File: config.mk
export PLATFORM = sky130hd
export DESIGN_NAME = tocp_timer
export DESIGN_NICKNAME = d
export VERILOG_FILES = /design/src/verilog/tocp_pkg.sv /design/src/verilog/tocp_timer.sv
export VERILOG_INCLUDE_DIRS = /design/src /design/src/verilog
export SDC_FILE = /design/constraint.sdc
export NUM_CORES = 1
export LEC_CHECK = 0
export BUFFER_PORTS_ARGS = -buffer_cell sky130_fd_sc_hd__clkbuf_2
export CAP_MARGIN = 30
export CORE_MARGIN = 10
export CORE_UTILIZATION = 45
export CTS_CLUSTER_SIZE = 14
export DETAILED_ROUTE_END_ITERATION = 8
export PLACE_DENSITY = 0.73
export SYNTH_ARGS = -nofsm -noshare
export SYNTH_HDL_FRONTEND = slang
export SYNTH_SLANG_ARGS = --single-unit
export TNS_END_PERCENT = 10
File: constraint.sdc
create_clock -name clk_i -period 3.7 [get_ports clk_i]
set_input_delay 0.37 -clock clk_i [delete_from_list [all_inputs] [get_ports clk_i]]
set_output_delay 0.37 -clock clk_i [all_outputs]
set_load 0.02 [all_outputs]
File: src/verilog/tocp_cfg.svh
// register offsets, field positions, reset values and timing counts
`ifndef TOCP_CFG_SVH
`define TOCP_CFG_SVH
// ----------------------------------------------------------------
// register byte addresses
// ----------------------------------------------------------------
`define TOCP_ADDR_TSC    8'h00
`define TOCP_ADDR_CNT    8'h04
`define TOCP_ADDR_MOD    8'h08
`define TOCP_ADDR_CSC0   8'h0C
`define TOCP_ADDR_CMP0   8'h10
`define TOCP_ADDR_CSC1   8'h14
`define TOCP_ADDR_CMP1   8'h18
`define TOCP_ADDR_PIN    8'h1C
// ----------------------------------------------------------------
// timer status and control fields
// ----------------------------------------------------------------
`define TOCP_TSC_OVF     7
`define TOCP_TSC_OVIE    6
`define TOCP_TSC_HALT    5
`define TOCP_TSC_RST     4
`define TOCP_TSC_PS_LO   0
`define TOCP_TSC_RESET   8'h20
// ----------------------------------------------------------------
// channel status and control fields
// ----------------------------------------------------------------
`define TOCP_CSC_FLAG    7
`define TOCP_CSC_IE      6
`define TOCP_CSC_MSB     5
`define TOCP_CSC_MSA     4
`define TOCP_CSC_ELSB    3
`define TOCP_CSC_ELSA    2
`define TOCP_CSC_TOV     1
`define TOCP_CSC_MAX     0
`define TOCP_CSC_RESET   8'h00
`define TOCP_MOD_RESET   16'hFFFF
`define TOCP_PS_MAX      3'h6
`endif

File: src/verilog/tocp_pkg.sv
// types shared by the timer output compare block
package tocp_pkg;
	typedef enum logic [1:0] {
		TOCP_ACT_NONE   = 2'h0,
		TOCP_ACT_TOGGLE = 2'h1,
		TOCP_ACT_CLEAR  = 2'h2,
		TOCP_ACT_SET    = 2'h3
	} tocp_action_t;
	typedef enum logic [1:0] {
		TOCP_BUS_IDLE = 2'h1,
		TOCP_BUS_ACK  = 2'h2
	} tocp_bus_state_t;
endpackage

File: src/verilog/tocp_timer.sv
// two-channel 16-bit timer with output compare and pwm, wishbone slave
//
// Function
// - unbuffered mode compares counter to channel value written directly.
// - value written below counter yields no match until next period.
// - channel flag at pulse-ending compare; overflow flag at period end.
// - channel 0 link bit joins channels; output only on channel 0 pin.
// - after linking, channel 0 compare value controls output first.
// - channel 1 write hands over at overflow; last written pair wins.
// - linked mode uses channel 0 control; channel 1 pin released.
// - toggle-on-overflow toggles pin when counter rolls over from modulo to zero.
// - pwm period is modulo plus one prescaled ticks.
// - compare value sets pulse width from overflow to match.
// - mode field 0:1 unbuffered, 1:0 buffered.
// - edge/level 1:0 clears pin on compare, 1:1 sets it.
// - channel 0 link bit wins over its other mode bit.
// - toggle-on-overflow clear with max duty bit clear stops toggles, giving zero duty.
// - max duty bit with toggle cleared gives constant active level.
// - compare match sets, clears or toggles pin per action.
// - channel flag set on each compare, interrupt when enabled.
// - halt bit stops counting, set at reset; reset bit clears counter.
// - overflow flag set on rollover after modulo match.
//
// Register access over Wishbone and the address map were decided locally.
`timescale 1ns/1ps
`default_nettype none
`include "tocp_cfg.svh"
module tocp_timer
	import tocp_pkg::*;
#(
	parameter int CW = 16
) (
	input  wire logic        clk_i,
	input  wire logic        rst_i,
	input  wire logic        cyc_i,
	input  wire logic        stb_i,
	input  wire logic        we_i,
	input  wire logic [7:0]  adr_i,
	input  wire logic [3:0]  sel_i,
	input  wire logic [31:0] dat_i,
	output logic      [31:0] dat_o,
	output logic             ack_o,
	output logic             irq_o,
	output logic             chan0_pin_o,
	output logic             chan0_pin_oe_n_o,
	output logic             chan1_pin_o,
	output logic             chan1_pin_oe_n_o
);
// ----------------------------------------------------------------
// state
// ----------------------------------------------------------------
	logic [CW-1:0]   count;
	logic [CW-1:0]   modulo;
	logic [6:0]      presc;
	logic [2:0]      ps_sel;
	logic            counter_halt;
	logic            overflow_flag;
	logic            ovf_ie;
	logic            ovf_seen;
	logic [7:0]      csc [2];
	logic [CW-1:0]   cmp [2];
	logic [1:0]      chan_seen;
	logic [1:0]      level;
	logic            link_active_ch1;
	logic            link_pending_ch1;
	logic            link_on_d;
	tocp_bus_state_t bus_state;
// ----------------------------------------------------------------
// bus decode
// ----------------------------------------------------------------
	logic req;
	logic wr;
	logic rd;
	logic lane0;
	logic lane1;
	assign req   = cyc_i & stb_i & (bus_state == TOCP_BUS_IDLE);
	assign wr    = req & we_i;
	assign rd    = req & ~we_i;
	assign lane0 = sel_i[0];
	assign lane1 = sel_i[1];
// ----------------------------------------------------------------
// prescaler tick and overflow
// ----------------------------------------------------------------
	logic tick;
	logic at_mod;
	logic ovf_ev;
	logic cnt_rst;
	logic link_on;
	logic [CW-1:0] next_count;
	assign cnt_rst = wr & lane0 & (adr_i == `TOCP_ADDR_TSC)
		& dat_i[`TOCP_TSC_RST];
	// prescale 7 has no clock source here, so the counter stands still
	always_comb begin
		if (ps_sel == 3'h0) begin
			tick = 1'b1;
		end else if (ps_sel > `TOCP_PS_MAX) begin
			tick = 1'b0;
		end else begin
			tick = (presc & ((7'h01 << ps_sel) - 7'h01)) == 7'h00;
		end
	end
	assign at_mod = (count == modulo);
	assign ovf_ev = tick & ~counter_halt & at_mod & ~cnt_rst;
	assign next_count = at_mod ? '0 : count + 1'b1;
	// link bit wins over the other mode bit of channel 0
	assign link_on = csc[0][`TOCP_CSC_MSB];
	always_ff @(posedge clk_i) begin
		if (rst_i) begin
			count <= '0;
			presc <= 7'h00;
		end else if (cnt_rst) begin
			count <= '0;
			presc <= 7'h00;
		end else if (!counter_halt) begin
			presc <= presc + 7'h01;
			if (tick) begin
				count <= next_count;
			end
		end
	end
// ----------------------------------------------------------------
// per-channel compare and pin logic
// ----------------------------------------------------------------
	logic [1:0] match;
	logic [1:0] drive;
	logic [1:0] ctl_en;
	logic [1:0] ch_ie;
	logic [CW-1:0] active_cmp0;
	assign active_cmp0 = (link_on && link_active_ch1) ? cmp[1] : cmp[0];
	genvar g;
	generate
		for (g = 0; g < 2; g++) begin : g_ch
			logic [7:0] ctl;
			logic [CW-1:0] cv;
			tocp_action_t act;
			// channel 0 control governs the linked pair
			assign ctl = (g == 0) ? csc[0] : csc[1];
			assign cv  = (g == 0) ? active_cmp0 : cmp[1];
			assign act = tocp_action_t'(ctl[3:2]);
			assign ctl_en[g] = (g == 0)
				? (ctl[`TOCP_CSC_MSB] | ctl[`TOCP_CSC_MSA])
				: (ctl[`TOCP_CSC_MSA] & ~link_on);
			assign drive[g] = ctl_en[g] & (act != TOCP_ACT_NONE);
			// exact equality: a value already passed gives no match.
			// the match fires on the tick that loads the compare value,
			// as the overflow toggle fires on the tick that loads zero,
			// so the pulse spans exactly the compare value in ticks;
			// comparing the present count would add one tick
			assign match[g] = ctl_en[g] & tick & ~counter_halt
				& ~cnt_rst & (next_count == cv);
			assign ch_ie[g] = ctl[`TOCP_CSC_IE];
			always_ff @(posedge clk_i) begin
				if (rst_i) begin
					level[g] <= 1'b0;
				end else if (!drive[g]) begin
					level[g] <= 1'b0;
				end else if (ctl[`TOCP_CSC_MAX] && !ctl[`TOCP_CSC_TOV])
				begin
					level[g] <= ~act[0];
				end else begin
					logic nl;
					nl = level[g];
					if (ovf_ev && ctl[`TOCP_CSC_TOV]) begin
						nl = ~nl;
					end
					if (match[g]) begin
						case (act)
							TOCP_ACT_CLEAR:  nl = 1'b0;
							TOCP_ACT_SET:    nl = 1'b1;
							TOCP_ACT_TOGGLE: nl = ~level[g];
							default:         nl = nl;
						endcase
					end
					level[g] <= nl;
				end
			end
		end
	endgenerate
// ----------------------------------------------------------------
// buffered channel hand-over
// ----------------------------------------------------------------
	logic wr_cmp0;
	logic wr_cmp1;
	assign wr_cmp0 = wr & (lane0 | lane1) & (adr_i == `TOCP_ADDR_CMP0);
	assign wr_cmp1 = wr & (lane0 | lane1) & (adr_i == `TOCP_ADDR_CMP1);
	always_ff @(posedge clk_i) begin
		if (rst_i) begin
			link_on_d        <= 1'b0;
			link_active_ch1  <= 1'b0;
			link_pending_ch1 <= 1'b0;
		end else begin
			link_on_d <= link_on;
			if (!link_on || !link_on_d) begin
				link_active_ch1  <= 1'b0;
				link_pending_ch1 <= 1'b0;
			end else begin
				if (wr_cmp1) begin
					link_pending_ch1 <= 1'b1;
				end else if (wr_cmp0) begin
					link_pending_ch1 <= 1'b0;
				end
				if (ovf_ev) begin
					link_active_ch1 <= wr_cmp1 | (link_pending_ch1 & ~wr_cmp0);
				end
			end
		end
	end
// ----------------------------------------------------------------
// registers
// ----------------------------------------------------------------
	// flags clear by writing 0 after a read saw them set; a new event wins
	// a read that finds the flag set arms the clear; the armed state is
	// dropped once the clear has been done
	always_ff @(posedge clk_i) begin
		if (rst_i) begin
			counter_halt  <= 1'b1;
			ovf_ie        <= 1'b0;
			ps_sel        <= 3'h0;
			overflow_flag <= 1'b0;
			ovf_seen      <= 1'b0;
			modulo        <= `TOCP_MOD_RESET;
		end else begin
			if (rd && adr_i == `TOCP_ADDR_TSC) begin
				ovf_seen <= overflow_flag;
			end
			if (ovf_ev) begin
				overflow_flag <= 1'b1;
			end else if (wr && lane0 && adr_i == `TOCP_ADDR_TSC
				&& !dat_i[`TOCP_TSC_OVF] && ovf_seen) begin
				overflow_flag <= 1'b0;
				ovf_seen      <= 1'b0;
			end
			if (wr && lane0 && adr_i == `TOCP_ADDR_TSC) begin
				ovf_ie       <= dat_i[`TOCP_TSC_OVIE];
				counter_halt <= dat_i[`TOCP_TSC_HALT];
				ps_sel       <= dat_i[2:0];
			end
			if (wr && adr_i == `TOCP_ADDR_MOD) begin
				if (lane0) modulo[7:0]  <= dat_i[7:0];
				if (lane1) modulo[15:8] <= dat_i[15:8];
			end
		end
	end
	generate
		for (g = 0; g < 2; g++) begin : g_reg
			localparam logic [7:0] CSC_A = (g == 0) ? `TOCP_ADDR_CSC0
				: `TOCP_ADDR_CSC1;
			localparam logic [7:0] CMP_A = (g == 0) ? `TOCP_ADDR_CMP0
				: `TOCP_ADDR_CMP1;
			always_ff @(posedge clk_i) begin
				if (rst_i) begin
					csc[g]       <= `TOCP_CSC_RESET;
					chan_seen[g] <= 1'b0;
					cmp[g]       <= '0;
				end else begin
					if (rd && adr_i == CSC_A) begin
						chan_seen[g] <= csc[g][`TOCP_CSC_FLAG];
					end
					if (wr && lane0 && adr_i == CSC_A) begin
						csc[g][6:0] <= (g == 1) ? {dat_i[6], 1'b0, dat_i[4:0]}
							: dat_i[6:0];
					end
					if (match[g]) begin
						csc[g][`TOCP_CSC_FLAG] <= 1'b1;
					end else if (wr && lane0 && adr_i == CSC_A
						&& !dat_i[`TOCP_CSC_FLAG] && chan_seen[g]) begin
						csc[g][`TOCP_CSC_FLAG] <= 1'b0;
						chan_seen[g]           <= 1'b0;
					end
					if (wr && adr_i == CMP_A) begin
						if (lane0) cmp[g][7:0]  <= dat_i[7:0];
						if (lane1) cmp[g][15:8] <= dat_i[15:8];
					end
				end
			end
		end
	endgenerate
// ----------------------------------------------------------------
// read mux, ack and outputs
// ----------------------------------------------------------------
	logic [31:0] next_dat;
	always_comb begin
		next_dat = 32'h0000_0000;
		case (adr_i)
			`TOCP_ADDR_TSC:  next_dat[7:0] = {overflow_flag, ovf_ie,
				counter_halt, 2'b00, ps_sel};
			`TOCP_ADDR_CNT:  next_dat[15:0] = count;
			`TOCP_ADDR_MOD:  next_dat[15:0] = modulo;
			`TOCP_ADDR_CSC0: next_dat[7:0] = csc[0];
			`TOCP_ADDR_CMP0: next_dat[15:0] = cmp[0];
			`TOCP_ADDR_CSC1: next_dat[7:0] = csc[1];
			`TOCP_ADDR_CMP1: next_dat[15:0] = cmp[1];
			`TOCP_ADDR_PIN:  next_dat[2:0] = {link_active_ch1, level};
			default:         next_dat = 32'h0000_0000;
		endcase
	end
	always_ff @(posedge clk_i) begin
		if (rst_i) begin
			bus_state <= TOCP_BUS_IDLE;
			ack_o     <= 1'b0;
			dat_o     <= 32'h0000_0000;
		end else begin
			case (bus_state)
				TOCP_BUS_IDLE: begin
					if (req) begin
						ack_o     <= 1'b1;
						dat_o     <= we_i ? 32'h0000_0000 : next_dat;
						bus_state <= TOCP_BUS_ACK;
					end
				end
				TOCP_BUS_ACK: begin
					ack_o     <= 1'b0;
					bus_state <= TOCP_BUS_IDLE;
				end
				default: begin
					ack_o     <= 1'b0;
					bus_state <= TOCP_BUS_IDLE;
				end
			endcase
		end
	end
	always_ff @(posedge clk_i) begin
		if (rst_i) begin
			irq_o            <= 1'b0;
			chan0_pin_o      <= 1'b0;
			chan1_pin_o      <= 1'b0;
			chan0_pin_oe_n_o <= 1'b1;
			chan1_pin_oe_n_o <= 1'b1;
		end else begin
			irq_o <= (overflow_flag & ovf_ie)
				| (csc[0][`TOCP_CSC_FLAG] & ch_ie[0])
				| (csc[1][`TOCP_CSC_FLAG] & ch_ie[1] & ~link_on);
			chan0_pin_o      <= level[0];
			chan1_pin_o      <= level[1];
			chan0_pin_oe_n_o <= ~drive[0];
			chan1_pin_oe_n_o <= ~drive[1];
		end
	end
endmodule
`default_nettype wire
After elaboration in Yosys (flattened, before gate mapping). Memories as Yosys holds them, arrays and structs flattened. Cells that the tools add are included.

Bits in registers: 93. Bits in writable memories: 48. Input port bits: 49. Output and inout port bits: 38. Word-level logic and storage cells: 223. Memories: 2.

Memories: cmp (depth 2, bits a word 16, read ports 2, clocked after Yosys merged registers in 0, write ports 2, RTL line tocp_timer.sv:61) `logic [CW-1:0] cmp [2];`; csc (depth 2, bits a word 8, read ports 2, clocked after Yosys merged registers in 0, write ports 2, RTL line tocp_timer.sv:60) `logic [7:0] csc [2];`.

Add/subtract/negate cells: 3. Order comparisons: 1. Eq/ne operators: 17. Shift-type cells: 1. Multiplexer cells: 75. Bitwise operators: 57. Reduce and logical (&&, ||, !) cells: 43.

Operator list (count): $mux W1 (61); $eq A16 B16 Y1 (3); $mux W16 (3); $pmux W5 S7 (1); $eq A8 B5 Y1 const B (4); $mux W8 (4); $pmux W8 S4 (1); $and A1 B1 Y1 (29); $pmux W3 S8 (1); $logic_and A1 B1 Y1 (21); $add A16 B1 Y16 const B (1); $eq A8 B4 Y1 const B (2); $or A1 B1 Y1 (15); $mux W7 (2); $not A1 Y1 (12); $reduce_or A2 Y1 (5); $eq A2 B2 Y1 const B (4); $eq A8 B3 Y1 const B (1); $logic_not A8 Y1 (1); $reduce_and A2 Y1 (4); $reduce_bool A2 Y1 (4); $add A7 B1 Y7 const B (1); $and A7 B7 Y7 (1); $logic_not A7 Y1 (1); 8 further kinds (15).

Logic depth before layout (Yosys ltp). Gate-level depths: netlist of the first run.

Depth after elaboration: 15. Mapped depth: 13. Mapped depth without buffers: 11.

Worst setup path before layout of the first run. No wires, ideal clock.

Kind: reg2reg. Start point: register count[1]. End point: register level[0]. Setup time: 0.121 ns. Data arrival time: 3.122 ns. Data required time: 3.579 ns. Path slack: 0.457 ns. Cell stages (with the launch flop): 10. Buffers on the path: 0. Period minus slack after synthesis: 3.243 ns. Cell sequence: dfxtp_1 > ha_1 > nand4_4 > or4_1 > xor2_1 > or4b_1 > a31oi_1 > o22ai_1 > or4_4 > mux2_4.

Word-level cells in the longest chain between the ends: 8. Elaborated cells between the ends (all ways): 12. Classes of those cells: add/sub: 1; eq/ne: 2; mux: 5; bitwise: 3; reduce/logical: 1.

RTL lines: start, declared (RTL line tocp_timer.sv:52) `logic [CW-1:0] count;`; start signal, assigned (RTL line tocp_timer.sv:117) `count <= next_count;`; parallel branches: the longest is 6 deep, another holds $add A16 B1 Y16; $mux W1 (*) (RTL line tocp_timer.sv:166) `if (match[g]) begin`; $mux W1 (*) (RTL line tocp_timer.sv:157) `` end else if (ctl[`TOCP_CSC_MAX] && !ctl[`TOCP_CSC_TOV]) ``; end signal, assigned by index (RTL line tocp_timer.sv:159) `level[g] <= ~act[0];`; end signal, assigned by index (RTL line tocp_timer.sv:174) `level[g] <= nl;`; end, declared (RTL line tocp_timer.sv:63) `logic [1:0] level;`.

Mark *: on every way between the ends. A chain may end at the register's enable or synchronous reset.

Worst setup path after layout of the first run.
Start point: register count[6]. End point: register level[0].

Same word-level chain as after synthesis.

==> results.md, run 1 <==
* Crit path kind: flip-flop to flip-flop
* Post-CTS Setup Inserts at 0
* Die Wd at 148 um
* TritonCTS Sinks at 123
* Worst-case clock buffer depth at 2
* Post-synthesis simple-gate area fraction at 26.6%
* DP Wirelength at 16300 um
* Startpoint types: flip-flop
* XOR/XNOR share of the synthesized area at 6.68%
* I/O pin total at 87
* DR WL/cell at 19.7 um
* Largest family of logic cells by synthesized area: simple AND/OR/NAND/NOR gates
* Gr usage total at 19.6%
* CTS buffer count at 17
* Vias in the first global route at 6108
* GR Layer Usage met1 at 25.3%
* Max Slew Vio Count at 0
* Fin. Hold Viols at 0
* Post-Route WL at 21800 um
* Power Dens Cells at 382 nW/um2
* DIE AREA at 21800 um2
* Post-cts repair resize count at 0
* Critical Path AT at 3.77 ns
* Non-Filler Instances at 1109
* First drt pass iteration count at 5
* Yosys warnings at 0
* Grt met2 use at 30.7%
* Pwr Total at 3.24 mW
* Antenna violations before repair at 0
* Die H at 148 um
* # rows at 46
* VDD IR max at 0.368 mV
* Adder-cell share of the synthesized area at 0.511%
* Post-DRT Antenna Nets at 0
* Outcome: complete, no violations
* Total leakage power at 3.38 nW
* Wire length of the first global-routing pass at 33900 um
* Multiplexer area fraction after synthesis at 6.20%
* Yosys reg bits at 123
* Critical-path maximum fanout at 22
* Post-place instance area at 7890 um2
* Gp weighted congestion at 0.981
* Proportion of layout cells with a drive suffix above 1 at 16.0%
* Slew margin rel. at 43.4%
* Placed insts at 1077
* Vias at 6535
* Clock transition at path regs at 0.06 ns
* Initial Util at 46.1%
* Largest net degree at the start of global routing at 36
* Clock latency at the later pin of the worst-skew pair at 0.43 ns
* Register area share after synthesis at 39.9%
* Fin nets at 932
* I/O Buffers at 52
* Area Growth Syn to Fin at 15.3%
* Grt total ovfl at 0
* Crit path required time at 4.02 ns
* RSZ-0062 raised after global routing: no
* Final instance area at 8460 um2
* CTS Hold Buffers Added at 0
* Clock Skew at 0.00847 ns
* Yosys cell types at 79
* Post-synthesis compound-gate area fraction at 14.7%
* Total negative slack at 0 ns
* Slew @ Worst Pin at 0.842 ns
* Endpoint class of the critical path: flip-flop
* Fill count at 1457
* Post-route DRC at 0
* Max Cap Viol at 0
* GRT met3 Usage at 5.16%
* Mapped Cells at 823
* Final setup fails at 0
* Ys flop type: dfxtp_1
* # diodes at 0
* FFs w/ async S/R, synth at 0%
* Hold crit path type: primary input to flip-flop
* H-tree depth at 4
* Post-Synthesis Cell Area at 7340 um2
* Core Box Area at 15900 um2
* Period utilisation layout at 93.3%
* Average size of a mapped cell at 8.92 um2
* Number of synthesized flops with an enable pin at 47
* Fmax at 0.290 GHz
* 1st-iter DRT viols at 951
* Root cell of the clock tree: clkbuf_16
* CTS tree: built
* Busiest layer in global routing: met2
* Via density at 5.89
* Period minus WS final at 3.45 ns
==> metal layers <==
layer / up-vias / share of wire (%) / wire length (um)
met4: 0 / 2.7 / 580
met3: 50 / 9.7 / 2120
li1: 3068 / - / -
met1: 3080 / 41 / 9030
met2: 337 / 46 / 10100
met5: - / 0 / 0
==> critical path, stage by stage (launching register included) <==
cell       delay (ns)
dfxtp_1          0.67
xor2_1           0.19
nor4_1           0.06
buf_4            0.14
and4_1           0.35
buf_12           0.24
a21o_1           0.17
a2111oi_0        0.49
nand3_1          0.15
or4_4            0.57
mux2_4           0.32
==> cells by family (layout without fill, tap and decap cells) <==
kind of cell | after synthesis | after routing
multiplexers | 44 | 44
flip-flops | 123 | 123
adder cells (fa/ha/maj) | 3 | 3
other | 1 | 16
AND/OR/NAND/NOR | 361 | 361
XOR/XNOR | 51 | 51
buffers and inverters | 80 | 135
AO/OA/AOI/OAI | 160 | 160
==> stage by stage <==
stage	util, %	worst slack [ns]	hold slack [ns]
2_1_floorplan	-	0.457	0.424
3_3_place_gp	49.5	0.325	0.444
3_5_place_dp	49.5	0.324	0.454
4_1_cts	53.1	0.309	0.189
5_1_grt	53.1	0.138	0.214
6_report	53.1	0.250	0.198
==> Yosys cell counts (3+ instances only) <==
cell      instances  area (um2)
nand4_1           6        37.5
mux2i_1          35         350
nor3_2            3        30.0
a211oi_1          5        37.5
nand3b_1         24         180
nor3b_1           3        22.5
a31oi_1           6        37.5
nand2b_1          7        43.8
o21ai_0          28         140
dfxtp_1          76        1520
a222oi_1          3        30.0
a32oi_1           3        26.3
and3_1           13        81.3
nor4_1           13        81.3
and4b_1           4        40.0
o22ai_1           5        31.3
nor3_1           14        70.1
a221oi_1         11        96.3
a22o_1            4        35.0
edfxtp_1         47        1410
xnor2_1          20         175
clkbuf_1         31         116
or3_1             7        43.8
a21o_1            8        60.1
xor2_1           28         245
buf_4            20         150
inv_1            14        52.6
buf_1             3        11.3
ha_1              3        37.5
buf_2            10        50.1
nor2_1           92         345
nor2b_1          13        81.3
nand4b_1          3        26.3
and2_1           47         294
a22oi_1          16         120
a21oi_1          42         210
nand3_1          23         115
or4_1             5        37.5
nand2_1          69         259
mux2_2            8        90.1
==> cells in the final DEF (no fill, tap or decap), types with 7 or more instances in the layout <==
master	count
nor2_1	92
dfxtp_1	76
nand2_1	69
clkbuf_2	52
and2_1	47
edfxtp_1	47
a21oi_1	42
buf_4	36
mux2i_1	35
o21ai_0	28
xor2_1	28
nand3b_1	24
nand3_1	23
xnor2_1	20
clkbuf_16	19
a22oi_1	16
conb_1	16
inv_1	14
nor3_1	14
and3_1	13
nor4_1	13
nor2b_1	13
a221oi_1	11
mux2_2	8
a21o_1	8
or3_1	7
nand2b_1	7
==> where the power goes <==
group          internal (mW)  switching [mW]  total (mW)
logic                 0.0547           0.109       0.164
registers               1.42          0.0208        1.44
clock network          0.951           0.677        1.63
total                   2.43           0.807        3.24
==> final cells by class <==
type / instances / area [um2] / area share (%)
multi-input cells: 635 / 4080 / 48.2
flip-flops and latches: 123 / 2930 / 34.6
clock inverters: 13 / 101 / 1.20
well taps: 216 / 270 / 3.19
inverters: 14 / 52.6 / 0.621
clock buffers: 19 / 475 / 5.62
repair buffers: 89 / 551 / 6.50
==> worst paths after layout <==
path / from / to / slack [ns] / cells past startpoint
min reg2reg: link_on_d / link_active_ch1 / 0.48 / 2
min: dat_i[12] / modulo[12] / 0.20 / 3
max: count[6] / level[0] / 0.25 / 10
max reg2reg: count[6] / level[0] / 0.25 / 10
==> state kept, by name, summed over array words and instances (netlist names), 2 cells and up <==
name       flops
level          2
modulo        16
dat_o         16
ps_sel         3
cmp           32
chan_seen      2
csc           15
presc          7
count         16
(Power assumes the default switching activity.)
==> run 2: changes to the inputs <==
CORE_ASPECT_RATIO = 1.4   (was unset)
==> results.md, run 2 (synthesized netlist as in run 1, its figures left out) <==
* R2r endpoint: csc[1][7]
* Largest register FFs at 32
* Fin nets at 932
* Gr usage total at 20.9%
* Area Growth Syn to Fin at 15.1%
* Die Wd at 128 um
* Fmax at 0.292 GHz
* Most frequent cells in the layout: nor2_1 (92), dfxtp_1 (76), nand2_1 (69)
* Critical Path Source: ps_sel[1]
* CTS buffer count at 17
* Total leakage power at 3.37 nW
* # diodes at 0
* 1st-iter DRT viols at 638
* Crit-path cells: or3_1 -> ha_1 -> and2_1 -> o311a_1 -> a211oi_1 -> nor2b_1 -> nand4_1 -> nor4_1 -> nand3_1 -> nand2_1
* Crit path required time at 3.84 ns
* Power Dens Cells at 388 nW/um2
* Delay-heaviest family, CP: simple AND/OR/NAND/NOR gates
* CTS tree: built
* Largest net degree at the start of global routing at 39
* Core Box Area at 16100 um2
* Worst R2R Start: ps_sel[1]
* Met2 WL post-DR at 11600 um
* Metal1 wirelength at 8480 um
* H-tree depth at 4
* Most common cell after layout, fill and taps aside: nor2_1
* Critical-path maximum fanout at 8
* Vias at 6618
* First drt pass iteration count at 5
* DIE AREA at 21900 um2
* Vias in the first global route at 6524
* Period minus WS final at 3.43 ns
* Final setup fails at 0
* Antenna violations before repair at 0
* Initial Util at 45.6%
* Slew @ Worst Pin at 0.774 ns
* Critical Path AT at 3.57 ns
* Max Slew Vio Count at 0
* Via density at 6.06
* RSZ-0062 raised after global routing: no
* Fin. Hold Viols at 0
* Number of buffers and inverters on the critical path at 0
* CTS Hold Buffers Added at 0
* Period utilisation layout at 92.7%
* Slew margin rel. at 47.9%
* Post-DRT Antenna Nets at 0
* Crit path kind: flip-flop to flip-flop
* I/O Buffers at 52
* Post-CTS Setup Inserts at 0
* Critical Path Stages at 10
* # rows at 55
* Clock Skew at 0.00845 ns
* I/O pin total at 87
* Total negative slack at 0 ns
* Wire length of the first global-routing pass at 35500 um
* CP max-delay cell: nor4_1
* Post-cts repair resize count at 0
* Root cell of the clock tree: clkbuf_16
* Die H at 171 um
* Reg2Reg Depth at 10
* Clock latency at the later pin of the worst-skew pair at 0.42 ns
* Critical Path Sink: csc[1][7]
* DR WL/cell at 21.1 um
* FF-to-FF setup slack at 0.27 ns
* VDD IR max at 0.282 mV
* Post-route DRC at 0
* Met3 wire len at 1300 um
* Proportion of layout cells with a drive suffix above 1 at 15.5%
* Endpoint class of the critical path: flip-flop
* Max incr delay on CP at 0.49 ns
* Worst-case clock buffer depth at 2
* Core Util, Final at 52.5%
* Startpoint types: flip-flop
* TritonCTS Sinks at 123
* Max Cap Viol at 0
* Hold crit path type: primary input to flip-flop
* Outcome: complete, no violations
* Clock transition at path regs at 0.06 ns
* Largest Register: cmp
* Gp weighted congestion at 0.976
* Highest metal used: met4
* Grt total ovfl at 0
* Post-Route WL at 23000 um
* DP Wirelength at 17300 um
-- run 2: how the worst min path moves through the flow --
stage | start | to | slack, ns | cells past startpoint
2_1_floorplan | link_on_d | link_pending_ch1 | 0.42 | 2
3_3_place_gp | link_on_d | link_pending_ch1 | 0.44 | 2
3_5_place_dp | link_on_d | link_pending_ch1 | 0.45 | 2
4_1_cts | dat_i[13] | modulo[13] | 0.17 | 3
5_1_grt | dat_i[10] | modulo[10] | 0.19 | 3
6_report | dat_i[13] | modulo[13] | 0.18 | 3
-- run 2: final cells by class --
cell class	instances	area (um2)
tap	199	249
clock inverter	12	116
fill	1550	7650
inverter	14	52.6
multi-input combinational	635	4080
timing repair buffer	89	538
clock buffer	20	479
sequential	123	2930
-- run 2: through the flow --
step	worst slack (ns)	total power [mW]	hold slack (ns)	cells	area, um2
after floorplan	0.457	1.58	0.424	838	7400
after global placement	0.362	1.64	0.439	1060	7850
after detailed placement	0.334	1.64	0.451	1060	7850
after CTS	0.322	3.30	0.173	1092	8450
after global routing	0.0425	3.37	0.190	1092	8450
final	0.270	3.28	0.184	1092	8450
-- run 2: per-layer routing --
layer,global-route usage [%],vias to the layer above
met5,0,-
met4,15.6,0
met3,4.06,93
met2,35.7,290
met1,22.2,3161
li1,-,3074
-- run 2: worst reg2reg max path, stage by stage, from the launching register on --
cell and delay, ns:
dfxtp_1 0.38, or3_1 0.40, ha_1 0.27, and2_1 0.20, o311a_1 0.32, a211oi_1 0.22, nor2b_1 0.33, nand4_1 0.16
nor4_1 0.49, nand3_1 0.23, nand2_1 0.13
-- run 2: report_power, final --
group          internal, mW  leakage [nW]  switching (mW)  total (mW)
registers              1.42          1.10          0.0224        1.45
logic                0.0556          1.97           0.112       0.167
clock network          1.06         0.291           0.605        1.67
total                  2.54          3.37           0.739        3.28
==> run 3: changes to the inputs <==
ABC_AREA = 1   (was unset)
CORE_UTILIZATION = 35   (was 45)
PLACE_DENSITY = 0.62   (was 0.73)
==> results.md, run 3 <==
* Die Wd at 142 um
* Hold Path Cell Cnt at 3
* Proportion of layout cells with a drive suffix above 1 at 11.4%
* I/O Buffers at 52
* Min-Delay Endpoint: counter_halt
* 1st-iter DRT viols at 610
* Slew @ Worst Pin at 0.953 ns
* VDD IR max at 0.287 mV
* Worst R2R Start: ps_sel[2]
* Grt total ovfl at 0
* Hold crit path type: primary input to flip-flop
* # rows at 62
* Total negative slack at 0 ns
* Top cells by count, synth: nand2_1 (313), inv_1 (149), nor2_1 (131)
* Critical-path maximum fanout at 11
* Post-Synthesis Cell Area at 7290 um2
* Period utilisation layout at 78.6%
* Final instance area at 8420 um2
* Number of synthesized flops with an enable pin at 47
* Max Cap Viol at 0
* Vias at 7105
* Post-Route WL at 25200 um
* # diodes at 0
* Root cell of the clock tree: clkbuf_16
* Crit path kind: flip-flop to flip-flop
* Clock Skew at 0.0132 ns
* Post-place instance area at 7800 um2
* Via density at 5.09
* FFs w/ async S/R, synth at 0%
* Yosys reg bits at 123
* Gp weighted congestion at 1.02
* Vias in the first global route at 6991
* Gr usage total at 18.6%
* Post-cts repair resize count at 0
* CTS buffer count at 17
* Critical Path AT at 3.21 ns
* Post-CTS Setup Inserts at 0
* Period minus WS final at 2.91 ns
* CTS tree: built
* Pwr Total at 3.41 mW
* Most common cell after layout, fill and taps aside: nand2_1
* Reg2Reg Depth at 19
* Startpoint types: flip-flop
* Total leakage power at 4.01 nW
* DR WL/cell at 18.1 um
* Min-delay src: dat_i[5]
* DP Wirelength at 19600 um
* Fill count at 2183
* Register area share after synthesis at 40.2%
* Cell taking the most area after synthesis: dfxtp_1
* Yosys warnings at 0
* Most common cell in the netlist: nand2_1
* Post-DRT Antenna Nets at 0
* Wire length of the first global-routing pass at 38600 um
* Clock transition at path regs at 0.06 ns
* R2r endpoint: level[1]
* First drt pass iteration count at 7
* Slew margin rel. at 36.3%
* Worst-case clock buffer depth at 2
* Average size of a mapped cell at 6.82 um2
* Area Growth Syn to Fin at 15.4%
* DIE AREA at 27100 um2
* Fin. Hold Viols at 0
* Post-route DRC at 0
* Ys flop type: dfxtp_1
* Yosys cell types at 48
* Die H at 191 um
* Crit path required time at 4.00 ns
* Max Slew Vio Count at 0
* Power Dens Cells at 405 nW/um2
* Final setup fails at 0
* H-tree depth at 4
* RSZ-0062 raised after global routing: no
* Yosys top cell area share at 20.9%
* Ranking of synthesized cells by area: dfxtp_1 (21%), edfxtp_1 (19%), nand2_1 (16%), inv_1 (7.7%), nor2_1 (6.7%)
* Initial Util at 35.6%
* Largest Register: cmp
* Core Box Area at 20500 um2
* Mapped Cells at 1069
* Antenna violations before repair at 0
* Clock latency at the later pin of the worst-skew pair at 0.42 ns
* FF-to-FF setup slack at 0.79 ns
* Fin nets at 1178
* Most frequent cells in the layout: nand2_1 (313), inv_1 (149), nor2_1 (130)
* CTS Hold Buffers Added at 0
* Endpoint class of the critical path: flip-flop
* Largest net degree at the start of global routing at 38
* I/O pin total at 87
* TritonCTS Sinks at 123
* Fmax at 0.344 GHz
* Largest register FFs at 32
* Outcome: complete, no violations
==> run 3: how the worst max path moves through the flow <==
| stage | startpoint | to | slack (ns) | depth (start not counted) |
|---|---|---|---|---|
| 2_1_floorplan | adr_i[1] | cmp[0][10] | 1.34 | 8 |
| 3_3_place_gp | ps_sel[1] | csc[0][7] | 0.90 | 17 |
| 3_5_place_dp | ps_sel[2] | level[1] | 0.84 | 19 |
| 4_1_cts | ps_sel[2] | level[1] | 0.83 | 19 |
| 5_1_grt | ps_sel[1] | csc[0][7] | 0.44 | 17 |
| 6_report | ps_sel[2] | level[1] | 0.79 | 19 |
==> run 3: power by group <==
group / switching, mW / internal (mW) / leakage (nW) / total [mW]
sequential: 0.0173 / 1.42 / 1.10 / 1.44
clock: 0.661 / 1.14 / 0.296 / 1.80
combinational: 0.122 / 0.0431 / 2.61 / 0.165
total: 0.800 / 2.61 / 4.01 / 3.41
==> run 3: cells by family after synthesis <==
family          synth area share [%]
simple gates                    32.0
buf+inv                         12.0
flops                           40.2
xor+xnor                        1.44
compound gates                  13.6
mux                            0.274
fa+ha+maj                      0.515
other cells                   0.0514
==> run 3: area by class of cell <==
cell class,count,area (um2),share of cell area [%]
Clock inverter,12,171,2.04
Inverter,157,589,7.00
Clock buffer,20,447,5.31
Tap cell,256,320,3.80
Multi-Input combinational cell,755,3550,42.1
Sequential cell,123,2930,34.8
Timing Repair Buffer,72,410,4.87
==> run 3: through the flow <==
stage	setup slack [ns]	util, %	instances	hold WS (ns)
floorplan	1.34	-	1084	0.430
global placement	0.895	38.1	1363	0.441
detailed placement	0.844	38.1	1363	0.439
CTS	0.832	41.1	1395	0.200
global route	0.437	41.1	1395	0.220
finish	0.793	41.1	1395	0.204
==> run 3: routing by layer <==
| metal | part of all wire [%] | GRT usage [%] | up-vias |
|---|---|---|---|
| met5 | 0 | 0 | - |
| met4 | 8.0 | 15.4 | 0 |
| met3 | 4.9 | 2.74 | 80 |
| met2 | 50 | 32.5 | 256 |
| met1 | 37 | 19.2 | 3222 |
| li1 | - | - | 3547 |
==> run 3: worst max-delay path: stages, from the launching register on <==
cell and delay (ns):
dfxtp_1 0.46, inv_1 0.18, nand3_1 0.13, ha_1 0.27
nand4_1 0.12, nand2_1 0.07, inv_1 0.03, nand2_1 0.05
nand2_1 0.05, nor2_1 0.08, nor2_1 0.05, nor2_2 0.47
buf_4 0.24, nand3_1 0.06, nand2_1 0.06, nand2_1 0.06
a21oi_1 0.16, nand3_1 0.08, nand3_1 0.08, a21oi_1 0.06
